==> src/rtl/pcs_pkg.sv <==
// Purpose: Shared constants and types for the port chip-select decoder
// Assumes: APB register offsets are byte addresses (word index times four)
// Notes:   Printed offsets are register indices
package pcs_pkg;

  // Register indices as printed, byte address is four times these
  localparam logic [7:0] IDX_POLARITY   = 8'hAE;
  localparam logic [7:0] IDX_CFG01      = 8'hC2;
  localparam logic [7:0] IDX_CFG23      = 8'hC3;
  localparam logic [7:0] IDX_LATCH      = 8'hD8;
  // Base address registers, indices chosen locally
  localparam logic [7:0] IDX_BASE_FIRST = 8'hE0;   // cs0 high, cs0 low, cs1 high ...
  localparam logic [7:0] IDX_PIN_READ   = 8'hE8;   // Pin level readback

  // Reset values
  localparam logic [7:0] RST_LATCH      = 8'hFF;
  localparam logic [7:0] RST_ZERO       = 8'h00;
  localparam logic [7:0] POL_MASK       = 8'hF0;   // Reserved low nibble reads zero

  // Field positions inside a config byte for one pin
  localparam int FUN_LSB = 2;
  localparam int CMP_LSB = 0;

  // Pin function modes
  typedef enum logic [1:0] {
    FN_GPIO  = 2'b00,
    FN_READ  = 2'b01,
    FN_WRITE = 2'b10,
    FN_RDWR  = 2'b11
  } pcs_fun_t;

  // Compare-length settings
  typedef enum logic [1:0] {
    CMP_16 = 2'b00,
    CMP_15 = 2'b01,
    CMP_14 = 2'b10,
    CMP_8  = 2'b11
  } pcs_cmp_t;

  // External bus access as seen by the decoder
  typedef struct packed {
    logic [15:0] addr;   // Address bus
    logic        rdN;    // Read strobe, active low
    logic        wrN;    // Write strobe, active low
  } pcs_xbus_t;

  // APB request bundle
  typedef struct packed {
    logic        psel;
    logic        penable;
    logic        pwrite;
    logic [11:0] paddr;
    logic [31:0] pwdata;
  } pcs_apb_req_t;

endpackage : pcs_pkg

==> src/rtl/pcs_port_decoder.sv <==
// Purpose: Four-pin programmable chip-select port with four plain I/O bits
// Assumes: External bus strobes and pins are synchronous to mclk
// Notes:   APB slave, zero wait states, unmapped reads return zero
`timescale 1ns/10ps
module pcs_port_decoder #(
  parameter int NPIN = 4                     // Number of strobe-capable pins
) (
  // Clock and reset
  input  wire logic               mclk,
  input  wire logic               rst_n,
  // APB slave
  input  wire pcs_pkg::pcs_apb_req_t apbReq,
  output logic [31:0]             prdata,
  output logic                    pready,
  output logic                    pslverr,
  // External bus being decoded
  input  wire pcs_pkg::pcs_xbus_t xbus,
  // Port pins, quasi-bidirectional
  input  wire logic [7:0]         portIn,
  output logic [7:0]              portOut,
  output logic [7:0]              portOe
);

  // Configuration state
  logic [7:0]  polarity_q;                   // Invert bits in upper nibble
  logic [7:0]  cfg01_q;                      // Pins one and zero
  logic [7:0]  cfg23_q;                      // Pins three and two
  logic [7:0]  latch_q;                      // Port data latch
  logic [15:0] base_q [NPIN];                // Per-pin base address
  logic [7:0]  pinSync_q;                    // Registered pin sample for readback

  // Bus decode
  logic        wrEn;
  logic [9:0]  wIdx;
  logic [7:0]  wByte;

  // Strobe path
  logic [NPIN-1:0] hit;                       // Address and direction match
  logic [NPIN-1:0] isStrobe;                  // Pin is in a strobe mode
  logic [NPIN-1:0] csOut_q;                   // Registered strobe level

  // Pick the four-bit field for one pin from the config bytes
  function automatic logic [3:0] pin_cfg(input logic [7:0] lo, input logic [7:0] hi,
                                         input int p);
    logic [7:0] b;
    b = (p < 2) ? lo : hi;
    pin_cfg = (p % 2 == 1) ? b[7:4] : b[3:0];
  endfunction : pin_cfg

  // Masked address compare
  function automatic logic addr_match(input logic [15:0] a, input logic [15:0] base,
                                      input logic [1:0] cmp);
    logic [15:0] m;
    case (cmp)
      pcs_pkg::CMP_16: m = 16'hFFFF;
      pcs_pkg::CMP_15: m = 16'hFFFE;
      pcs_pkg::CMP_14: m = 16'hFFFC;
      default:         m = 16'hFF00;
    endcase
    addr_match = ((a ^ base) & m) == 16'h0000;
  endfunction : addr_match

  // APB: zero wait states, never an error
  assign pready  = 1'b1;
  assign pslverr = 1'b0;
  assign wrEn    = apbReq.psel && apbReq.penable && apbReq.pwrite;
  assign wIdx    = apbReq.paddr[11:2];
  assign wByte   = apbReq.pwdata[7:0];

  // Polarity register, reserved bits stay zero
  always_ff @(posedge mclk or negedge rst_n) begin
    if (!rst_n) begin
      polarity_q <= pcs_pkg::RST_ZERO;
    end else if (wrEn && wIdx == {2'b00, pcs_pkg::IDX_POLARITY}) begin
      polarity_q <= wByte & pcs_pkg::POL_MASK;
    end
  end

  // Configuration bytes
  always_ff @(posedge mclk or negedge rst_n) begin
    if (!rst_n) begin
      cfg01_q <= pcs_pkg::RST_ZERO;
      cfg23_q <= pcs_pkg::RST_ZERO;
    end else if (wrEn && wIdx == {2'b00, pcs_pkg::IDX_CFG01}) begin
      cfg01_q <= wByte;
    end else if (wrEn && wIdx == {2'b00, pcs_pkg::IDX_CFG23}) begin
      cfg23_q <= wByte;
    end
  end

  // Port data latch, all ones after reset like a standard port
  always_ff @(posedge mclk or negedge rst_n) begin
    if (!rst_n) begin
      latch_q <= pcs_pkg::RST_LATCH;
    end else if (wrEn && wIdx == {2'b00, pcs_pkg::IDX_LATCH}) begin
      latch_q <= wByte;
    end
  end

  // Base address bytes, high byte at even index, low at odd
  always_ff @(posedge mclk or negedge rst_n) begin
    if (!rst_n) begin
      for (int p = 0; p < NPIN; p++) begin
        base_q[p] <= 16'h0000;
      end
    end else begin
      for (int p = 0; p < NPIN; p++) begin
        if (wrEn && wIdx == 10'(pcs_pkg::IDX_BASE_FIRST + 2 * p)) begin
          base_q[p][15:8] <= wByte;
        end else if (wrEn && wIdx == 10'(pcs_pkg::IDX_BASE_FIRST + 2 * p + 1)) begin
          base_q[p][7:0] <= wByte;
        end
      end
    end
  end

  // Pin readback sample
  always_ff @(posedge mclk or negedge rst_n) begin
    if (!rst_n) begin
      pinSync_q <= pcs_pkg::RST_LATCH;
    end else begin
      pinSync_q <= portIn;
    end
  end

  // Read mux, combinational in the access phase
  always_comb begin
    prdata = 32'h0000_0000;
    if (apbReq.paddr[11:2] == {2'b00, pcs_pkg::IDX_POLARITY}) begin
      prdata[7:0] = polarity_q;
    end else if (apbReq.paddr[11:2] == {2'b00, pcs_pkg::IDX_CFG01}) begin
      prdata[7:0] = cfg01_q;
    end else if (apbReq.paddr[11:2] == {2'b00, pcs_pkg::IDX_CFG23}) begin
      prdata[7:0] = cfg23_q;
    end else if (apbReq.paddr[11:2] == {2'b00, pcs_pkg::IDX_LATCH}) begin
      prdata[7:0] = latch_q;
    end else if (apbReq.paddr[11:2] == {2'b00, pcs_pkg::IDX_PIN_READ}) begin
      prdata[7:0] = pinSync_q;
    end else begin
      for (int p = 0; p < NPIN; p++) begin
        if (apbReq.paddr[11:2] == 10'(pcs_pkg::IDX_BASE_FIRST + 2 * p)) begin
          prdata[7:0] = base_q[p][15:8];
        end else if (apbReq.paddr[11:2] == 10'(pcs_pkg::IDX_BASE_FIRST + 2 * p + 1)) begin
          prdata[7:0] = base_q[p][7:0];
        end
      end
    end
  end

  // Per-pin match, gated by the direction the mode allows
  always_comb begin
    for (int p = 0; p < NPIN; p++) begin
      logic [3:0] c;
      logic       am;
      c  = pin_cfg(cfg01_q, cfg23_q, p);
      am = addr_match(xbus.addr, base_q[p], c[1:0]);
      isStrobe[p] = c[3:2] != pcs_pkg::FN_GPIO;
      case (c[3:2])
        pcs_pkg::FN_READ:  hit[p] = am && !xbus.rdN;
        pcs_pkg::FN_WRITE: hit[p] = am && !xbus.wrN;
        pcs_pkg::FN_RDWR:  hit[p] = am && (!xbus.rdN || !xbus.wrN);
        default:           hit[p] = 1'b0;
      endcase
    end
  end

  // Strobe register, follows the bus strobe one cycle later
  // A registered output keeps glitches from the compare off the pin
  always_ff @(posedge mclk or negedge rst_n) begin
    if (!rst_n) begin
      csOut_q <= '1;
    end else begin
      for (int p = 0; p < NPIN; p++) begin
        // Active level while matched, inactive otherwise
        csOut_q[p] <= hit[p] ~^ polarity_q[4 + p];
      end
    end
  end

  // Pin drive: strobe modes drive hard, I/O mode behaves quasi-bidirectional
  always_comb begin
    for (int b = 0; b < 8; b++) begin
      portOut[b] = latch_q[b];
      portOe[b]  = !latch_q[b];                     // Pull low only, weak high outside
    end
    for (int p = 0; p < NPIN; p++) begin
      if (isStrobe[p]) begin
        portOut[p] = csOut_q[p];
        portOe[p]  = 1'b1;
      end
    end
  end

  // Checks
  pol_bits_a: assert property (@(posedge mclk) disable iff (!rst_n)
    polarity_q[3:0] == 4'h0) else $error("Reserved polarity bits set");

  // A register write in the antecedent cycle would move the level compared against,
  // so the strobe checks require no APB write in that cycle
  rd_strobe_a: assert property (@(posedge mclk) disable iff (!rst_n)
    (cfg01_q[3:2] == 2'b01 && !xbus.rdN && xbus.wrN && xbus.addr == base_q[0]
     && !wrEn) |=> portOut[0] == polarity_q[4])
    else $error("Read strobe missing on pin zero");

  wr_only_a: assert property (@(posedge mclk) disable iff (!rst_n)
    (cfg01_q[3:2] == 2'b10 && xbus.wrN && !wrEn)
    |=> portOut[0] == !polarity_q[4]) else $error("Write strobe outside write");

  rdwr_hit_a: assert property (@(posedge mclk) disable iff (!rst_n)
    (cfg23_q[7:6] == 2'b11 && !xbus.wrN && xbus.addr == base_q[3]
     && !wrEn) |=> portOut[3] == polarity_q[7])
    else $error("Read/write strobe missing on pin three");

  full_cmp_a: assert property (@(posedge mclk) disable iff (!rst_n)
    (cfg01_q[3:0] == 4'b1000 && xbus.addr[0] != base_q[0][0]
     && !wrEn) |=> portOut[0] == !polarity_q[4])
    else $error("Full compare ignored bit zero");

  half_cmp_a: assert property (@(posedge mclk) disable iff (!rst_n)
    (cfg01_q[3:0] == 4'b1001 && !xbus.wrN && xbus.addr[15:1] == base_q[0][15:1]
     && !wrEn) |=> portOut[0] == polarity_q[4])
    else $error("Two-byte window missed");

  quad_cmp_a: assert property (@(posedge mclk) disable iff (!rst_n)
    (cfg01_q[7:4] == 4'b1010 && !xbus.wrN && xbus.addr[15:2] == base_q[1][15:2]
     && !wrEn) |=> portOut[1] == polarity_q[5])
    else $error("Four-byte window missed");

  page_cmp_a: assert property (@(posedge mclk) disable iff (!rst_n)
    (cfg23_q[3:0] == 4'b1011 && !xbus.wrN && xbus.addr[15:8] == base_q[2][15:8]
     && !wrEn) |=> portOut[2] == polarity_q[6])
    else $error("Page window missed");

  gpio_drive_a: assert property (@(posedge mclk) disable iff (!rst_n)
    (cfg01_q[3:2] == 2'b00) |-> portOut[0] == latch_q[0] && portOut[7] == latch_q[7])
    else $error("Latch not on I/O pin");

  idle_level_a: assert property (@(posedge mclk) disable iff (!rst_n)
    (xbus.rdN && xbus.wrN && !wrEn && cfg23_q[7:6] != 2'b00)
    |=> portOut[3] == !polarity_q[7])
    else $error("Idle strobe not inactive");

  // Register file checks, each write lands at its access edge

  // Polarity write keeps only the invert nibble
  pol_write_a: assert property (@(posedge mclk) disable iff (!rst_n)
    (wrEn && wIdx == {2'b00, pcs_pkg::IDX_POLARITY})
    |=> polarity_q == ($past(wByte) & pcs_pkg::POL_MASK))
    else $error("Polarity write lost");

  // Upper config byte takes the whole written byte
  cfg_upper_a: assert property (@(posedge mclk) disable iff (!rst_n)
    (wrEn && wIdx == {2'b00, pcs_pkg::IDX_CFG23}) |=> cfg23_q == $past(wByte))
    else $error("Upper config write lost");

  // Lower config byte takes the whole written byte
  cfg_lower_a: assert property (@(posedge mclk) disable iff (!rst_n)
    (wrEn && wIdx == {2'b00, pcs_pkg::IDX_CFG01}) |=> cfg01_q == $past(wByte))
    else $error("Lower config write lost");

  // High base byte of pin zero
  base_high_a: assert property (@(posedge mclk) disable iff (!rst_n)
    (wrEn && wIdx == {2'b00, pcs_pkg::IDX_BASE_FIRST}) |=> base_q[0][15:8] == $past(wByte))
    else $error("Base high byte lost");

  // Low base byte of pin zero
  base_low_a: assert property (@(posedge mclk) disable iff (!rst_n)
    (wrEn && wIdx == 10'(pcs_pkg::IDX_BASE_FIRST + 1)) |=> base_q[0][7:0] == $past(wByte))
    else $error("Base low byte lost");

  // Data latch write
  latch_write_a: assert property (@(posedge mclk) disable iff (!rst_n)
    (wrEn && wIdx == {2'b00, pcs_pkg::IDX_LATCH}) |=> latch_q == $past(wByte))
    else $error("Latch write lost");

  // Pin drive checks, combinational so they hold in the same cycle

  // Pin two in I/O mode behaves as a quasi-bidirectional bit
  gpio_pin_a: assert property (@(posedge mclk) disable iff (!rst_n)
    (cfg23_q[3:2] == 2'b00) |-> portOut[2] == latch_q[2] && portOe[2] == !latch_q[2])
    else $error("I/O pin two not quasi-bidirectional");

  // Upper four bits are plain I/O whatever the strobe modes
  upper_bits_a: assert property (@(posedge mclk) disable iff (!rst_n)
    portOut[7:4] == latch_q[7:4] && portOe[7:4] == ~latch_q[7:4])
    else $error("Upper port bits disturbed");

  // A strobe pin is driven hard in both levels
  strobe_oe_a: assert property (@(posedge mclk) disable iff (!rst_n)
    (cfg23_q[7:6] != 2'b00) |-> portOe[3])
    else $error("Strobe pin not driven");

  // Timing checks on the strobe pulse

  // Matching write on pin one pulses at the programmed level
  wr_pulse_a: assert property (@(posedge mclk) disable iff (!rst_n)
    (cfg01_q[7:6] == 2'b10 && !xbus.wrN && xbus.addr == base_q[1] && !wrEn)
    |=> portOut[1] == polarity_q[5])
    else $error("Write pulse missing on pin one");

  // Pulse ends one cycle after the bus strobe does
  follow_strobe_a: assert property (@(posedge mclk) disable iff (!rst_n)
    (cfg23_q[3:2] == 2'b01 && !xbus.rdN && xbus.addr == base_q[2] && !wrEn
     ##1 xbus.rdN && xbus.wrN && !wrEn) |=> portOut[2] == !polarity_q[6])
    else $error("Strobe outlasts bus strobe");

  // Main scenarios
  wr_pulse_c: cover property (@(posedge mclk) disable iff (!rst_n)
    cfg01_q[3:2] == 2'b10 && hit[0] ##1 !hit[0]);
  rd_pulse_c: cover property (@(posedge mclk) disable iff (!rst_n)
    cfg23_q[7:6] == 2'b01 && hit[3]);
  high_pol_c: cover property (@(posedge mclk) disable iff (!rst_n)
    polarity_q[4] && hit[0]);
  rdwr_hit_c: cover property (@(posedge mclk) disable iff (!rst_n)
    cfg23_q[7:6] == 2'b11 && hit[3]);
  page_hit_c: cover property (@(posedge mclk) disable iff (!rst_n)
    cfg23_q[3:0] == 4'b1011 && hit[2]);

endmodule : pcs_port_decoder

==> config.mk <==
export PLATFORM = sky130hd
export DESIGN_NAME = pcs_port_decoder
export DESIGN_NICKNAME = d
export VERILOG_FILES = /design/src/rtl/pcs_pkg.sv /design/src/rtl/pcs_port_decoder.sv
export SDC_FILE = /design/constraint.sdc
export NUM_CORES = 1
export LEC_CHECK = 0
export BUFFER_PORTS_ARGS = -buffer_cell sky130_fd_sc_hd__clkbuf_2
export CAP_MARGIN = 25
export CORE_AREA = 2 2 121 123
export CTS_CLUSTER_SIZE = 10
export DETAILED_ROUTE_END_ITERATION = 8
export DIE_AREA = 0 0 123 125
export PLACE_DENSITY = 0.76
export SYNTH_ARGS = -nofsm -noshare
export SYNTH_HDL_FRONTEND = slang
export SYNTH_SLANG_ARGS = --single-unit
==> constraint.sdc <==
create_clock -name mclk -period 2.4 [get_ports mclk]
set_input_delay 0.12 -clock mclk [delete_from_list [all_inputs] [get_ports mclk]]
set_output_delay 0.12 -clock mclk [all_outputs]
set_load 0.01 [all_outputs]
==> results of run 1 <==
[stage by stage]
stage / cells / setup slack, ns / total power (uW) / hold WS (ns) / area [sq um]
floorplan: 615 / 0.384 / 2010 / -0.176 / 6280
global placement: 835 / 0.153 / 2150 / 0.0599 / 6730
detailed placement: 835 / 0.0965 / 2160 / 0.0667 / 6730
CTS: 860 / 0.00234 / 3610 / 0.194 / 7120
global route: 860 / 0.0148 / 3740 / 0.210 / 7200
finish: 860 / 0.0747 / 3610 / 0.208 / 7200
[worst max-delay path, cell delays in order (launching register included)]
cell	delay, ns
dfrtp_1	0.42
nor4b_2	0.38
a2bb2oi_2	0.19
o221ai_2	0.16
a2111oi_4	0.42
o21ai_1	0.13
clkbuf_2	0.14
[layout by cell type (no fill, tap or decap), types with 11 or more instances in the layout]
master    Yosys  final
dfrtp_1      84     84
xor2_1       31     31
dfstp_2      20     20
nand3_1      11     11
mux2_2       87     87
inv_1        16     16
a22oi_1      14     14
nor2_1       23     23
xnor2_1      37     37
o21ai_0      33     33
conb_1        2     26
nand2_1      29     29
clkbuf_2      0     71
buf_4        30     27
nor3_1       12     12
[per-layer routing]
layer  vias up  global-route usage (%)
li1       2232                       -
met4         0                    8.22
met2       261                    39.9
met5         -                       0
met1      2499                    34.3
met3        44                    5.20
[Yosys cell counts, drive strengths merged (9+ instances only)]
master	instances	share of area, %
nor3	14	1.3
and3	9	0.91
clkbuf	22	1.3
mux2	87	16
nand3	13	1.2
buf	41	4.7
dfstp	20	8.5
dfrtp	84	34
nand4	10	1.0
xnor2	37	5.2
xor2	31	4.4
o21ai	38	3.1
nand2	29	1.8
inv	16	0.97
o221ai	10	1.4
nor2	27	2.0
a22oi	14	1.7
[flip-flops by register name (all words and copies together) (netlist names)]
signal and count:
base_q 64, cfg01_q 8, cfg23_q 8, latch_q 8, pinSync_q 8, csOut_q 4, polarity_q 4
[worst paths after layout]
path,cells past startpoint,startpoint,slack (ns),end
worst max-delay path,6,base_q[38]$_DFFE_PN0P_,0.07,prdata[6]
worst min-delay path,3,apbReq[7],0.21,latch_q[7]$_DFFE_PN1P_
worst max register to register,5,cfg01_q[6]$_DFFE_PN0P_,0.45,csOut_q[1]$_DFF_PN1_
worst min register to register,1,polarity_q[6]$_DFFE_PN0P_,0.47,csOut_q[2]$_DFF_PN1_
max in group asynchronous,3,rst_n,1.42,latch_q[7]$_DFFE_PN1P_
min in group asynchronous,2,rst_n,0.22,base_q[60]$_DFFE_PN0P_
[what timing repair did]
action | CTS | global route
hold endpoints to repair | 35 | 0
gates resized for setup | 6 | 12
setup endpoints to repair | 4 | 4
hold buffers | 9 | 0
pin swaps | 0 | 3
[where the power goes]
group | switching [uW] | leakage (uW) | internal (uW)
sequential | 10.9 | 0.00137 | 1770
combinational | 240 | 0.00186 | 127
clock | 654 | 0.000138 | 804
[final cells by class]
| class | instances | area, sq um | area share, % |
|---|---|---|---|
| flip-flops and latches | 104 | 2630 | 36.5 |
| multi-input cells | 432 | 3330 | 46.2 |
| well taps | 184 | 230 | 3.20 |
| clock inverters | 6 | 60.1 | 0.834 |
| repair buffers | 108 | 668 | 9.27 |
| inverters | 16 | 60.1 | 0.834 |
| clock buffers | 10 | 229 | 3.18 |
[cell families after synthesis]
group / after synthesis / synth area share (%)
mux: 88 / 16.0
other cells: 2 / 0.121
buf+inv: 79 / 6.97
xor+xnor: 68 / 9.62
compound gates: 111 / 12.1
simple gates: 139 / 12.7
flops: 104 / 42.4
==> run metrics, run 1 <==
status finished, final reports clean; Tcrit/Tclk final 96.9%; type of the worst setup path flop to output port; Yosys reg bits between 100 and 150; largest net degree at the start of global routing between 70 and 80; Final Skew between 0.003 and 0.004 ns; Seq/Total Area, Yosys approximately 42%; routed len/inst 22.1 um; Final Setup Violations 0; Area Growth Syn to Fin 16.3%; DIE WIDTH around 120 um; Unique masters post-synth 54; layout cells sized above 1 a little under two fifths; cts bufs inserted 9; Initial Util 43.6%; Final Max Slew Viols 0; fin crit period ~2.3 ns; grt total ovfl 0; CTS tree done; initial antenna violation count 0; clk sink count between 100 and 150; Syn Area/Cell roughly 10 sq um; Port Buffers 72; Post-CTS Setup Inserts 0; wl on met1 between 8 and 9 mm; Worst Path Required approximately 2.3 ns; clock latency on the worst-skew pair approximately 0.36 ns; vias per std cell between 5 and 6; Slew headroom 62.5%; drt first pass iters 5; Clock Root Buffer clkbuf_16; Achievable Freq between 0.4 and 0.5 GHz; clk buf depth 2; worst-path fanout max 3; Highest Signal Layer met4; Worst VDD drop 335 uV; HPWL after DPL ~14 mm; GP Congestion around 1; Critical Path AT approximately 2.2 ns; startpoint types flop; overall global routing resource usage 25.1%; CORE AREA between 10,000 and 15,000 sq um; n_diodes 0; Synth Flop Type dfrtp_1; routed wl met3 between 1 and 1.5 mm; 1st-iter DRT viols roughly 550; Post-synth EDFFs 0; Final Core Density 50.7%; clk slew on worst S/H paths 0.07 ns; final hold violations 0; Fillers around 1,300; CTS HTree Levels 3; RSZ-0062 raised after global routing true; Synth Cell Area 6190 sq um; DRC violations left 0; Ys Warns 0; first-pass GRT wire length ~29 mm; cell count after synthesis ~590; CP endpoint kind output port; I/O pin cnt roughly 130; via count roughly 5,000; total wire length around 19 mm; setup TNS 0 ns; Worst-Margin Slew approximately 0.56 ns; vias in the first global route between 5,000 and 6,000; # Max-Cap Violations 0; remaining antenna violation count after routing 0; Routed met2 length about 8.9 mm; ys async rst share 100%; Final nets approximately 750; P per Cell Area between 500 and 600 nW/um^2; full die area around 15,000 sq um; Die Ht ~130 um; FP Rows 44; Pleak 0.00336 uW; Hold Crit Class primary input to flop
(Power assumes the default switching activity.)
==> run 2, diff against run 1 <==
Settings changed: CORE_AREA 2 2 121 123 to 2 2 109 111, DIE_AREA 0 0 123 125 to 0 0 111 113, PLACE_DENSITY 0.76 to 0.89, SKIP_CTS_REPAIR_TIMING set to 1.
==> run metrics, run 2 (synthesized netlist as in run 1, its figures left out) <==
CORE AREA 11,300 sq um (was 14,200 sq um); DIE WIDTH 111 um (was 123 um); commonest non-fill, non-tap cell in the layout mux2_2 (unchanged); Reg with most FFs base_q (unchanged); Worst VDD drop 359 uV (was 335 uV); Achievable Freq 0.426 GHz (was 0.430 GHz); setup TNS 0 ns (unchanged); Clock Root Buffer clkbuf_16 (unchanged); Reg2Reg Depth 5 (unchanged); Final Skew 0.00913 ns (was 0.00397 ns); routed len/inst 22.6 um (was 22.1 um); P per Cell Area 496 nW/um^2 (was 501 nW/um^2); Hold Crit Class primary input to flop (unchanged); CTS tree done (unchanged); drt first pass iters 6 (was 5); vias per std cell 6.36 (was 5.86); I/O pin cnt 125 (unchanged); clk buf depth 2 (unchanged); n_diodes 0 (unchanged); clock latency on the worst-skew pair 0.36 ns (about the same); Initial Util 54.9% (was 43.6%); Tot Pwr 3570 uW (was 3610 uW); Tcrit/Tclk final 97.7% (was 96.9%); remaining antenna violation count after routing 0 (unchanged); layout cells sized above 1 37.5% (was 36.7%); final hold violations 0 (unchanged); Worst Path Required 2.28 ns (about the same); Worst-Margin Slew 0.647 ns (was 0.561 ns); via count 5,248 (was 5,036); Final Setup Violations 0 (unchanged); Pleak 0.00339 uW (was 0.00336 uW); # Max-Cap Violations 0 (unchanged); GP Congestion 0.937 (was 0.989); most frequent cells in the layout mux2_2, dfrtp_1, clkbuf_2 (unchanged); r2r setup slk 0.61 ns (was 0.45 ns); Final Max Slew Viols 0 (unchanged); CP endpoint kind output port (unchanged); DRC violations left 0 (unchanged); Critical Path AT 2.23 ns (was 2.21 ns); flip-flop count of the largest register after layout 64 (unchanged); 1st-iter DRT viols 461 (was 548); total wire length 18.6 mm (was 19.0 mm); type of the worst setup path flop to output port (unchanged); Area Growth Syn to Fin 16.4% (was 16.3%); clk slew on worst S/H paths 0.07 ns (about the same); full die area 12,500 sq um (was 15,400 sq um); HPWL after DPL 13.7 mm (was 14.4 mm); vias in the first global route 5,122 (was 5,068); largest net degree at the start of global routing 54 (was 78); fin crit period 2.35 ns (was 2.33 ns); Port Buffers 72 (unchanged); first-pass GRT wire length 28.4 mm (was 28.8 mm); worst-path fanout max 3 (unchanged); crit path capture prdata[2] (was prdata[6]); Slew headroom 56.6% (was 62.5%); cts bufs inserted 9 (unchanged); overall global routing resource usage 29.5% (was 25.1%); FP Rows 39 (was 44); reg-to-reg startpoint base_q[35]$_DFFE_PN0P_ (was cfg01_q[6]$_DFFE_PN0P_); CP startpoint base_q[34]$_DFFE_PN0P_ (was base_q[38]$_DFFE_PN0P_); Final nets 752 (was 746); Crit Reg-Reg Endpoint csOut_q[1]$_DFF_PN1_ (unchanged); status finished, final reports clean (unchanged); clk sink count 104 (unchanged); initial antenna violation count 0 (unchanged); CTS HTree Levels 3 (unchanged); startpoint types flop (unchanged); Die Ht 113 um (was 125 um); grt total ovfl 0 (unchanged)
[run 2: worst max-delay path, stage by stage, from the launching register on]
cell and delay (ns):
dfrtp_1 0.41, nor4b_2 0.32, a2bb2oi_2 0.21, o221ai_2 0.15, a2111oi_4 0.40, buf_4 0.16
o21ai_1 0.08, clkbuf_2 0.13
[run 2: cell type report]
class | count | area (sq um)
Fill cell | 881 | 4070
Timing Repair Buffer | 114 | 713
Sequential cell | 104 | 2630
Clock inverter | 5 | 32.5
Clock buffer | 11 | 243
Multi-Input combinational cell | 432 | 3350
Tap cell | 143 | 179
Inverter | 16 | 60.1
[run 2: through the flow]
step,cells,utilization (%),hold slack (ns),area [sq um],worst slack (ns)
floorplan,615,-,-0.176,6280,0.384
global placement,800,59.6,0.0804,6720,0.0562
detailed placement,800,59.6,0.0858,6720,0.0314
CTS,816,62.0,-0.292,6990,-0.250
global route,825,63.9,0.213,7210,-0.0273
finish,825,63.9,0.160,7210,0.0543
[run 2: worst min path at each step]
stage	startpoint	to	slack (ns)	cells after the start
detailed placement	rst_n	cfg01_q[3]$_DFFE_PN0P_	0.09	1
global route	apbReq[5]	latch_q[5]$_DFFE_PN1P_	0.21	3
floorplan	rst_n	base_q[0]$_DFFE_PN0P_	-0.18	0
global placement	rst_n	cfg23_q[3]$_DFFE_PN0P_	0.08	1
CTS	rst_n	cfg01_q[3]$_DFFE_PN0P_	-0.29	1
finish	apbReq[4]	latch_q[4]$_DFFE_PN1P_	0.16	3
[run 2: routing by layer]
layer  wire, um  share of wire [%]  GRT usage, %  up-vias
met1       7320                 39          38.3     2561
met4        935                5.0          13.5        0
met5          0                  0             0        -
met2       8850                 47          49.0      345
li1           -                  -             -     2262
met3       1540                8.3          4.93       80
[run 2: power breakdown]
group | total [uW] | switching (uW) | internal, uW
sequential | 1780 | 10.2 | 1770
clock | 1420 | 685 | 732
combinational | 373 | 244 | 130
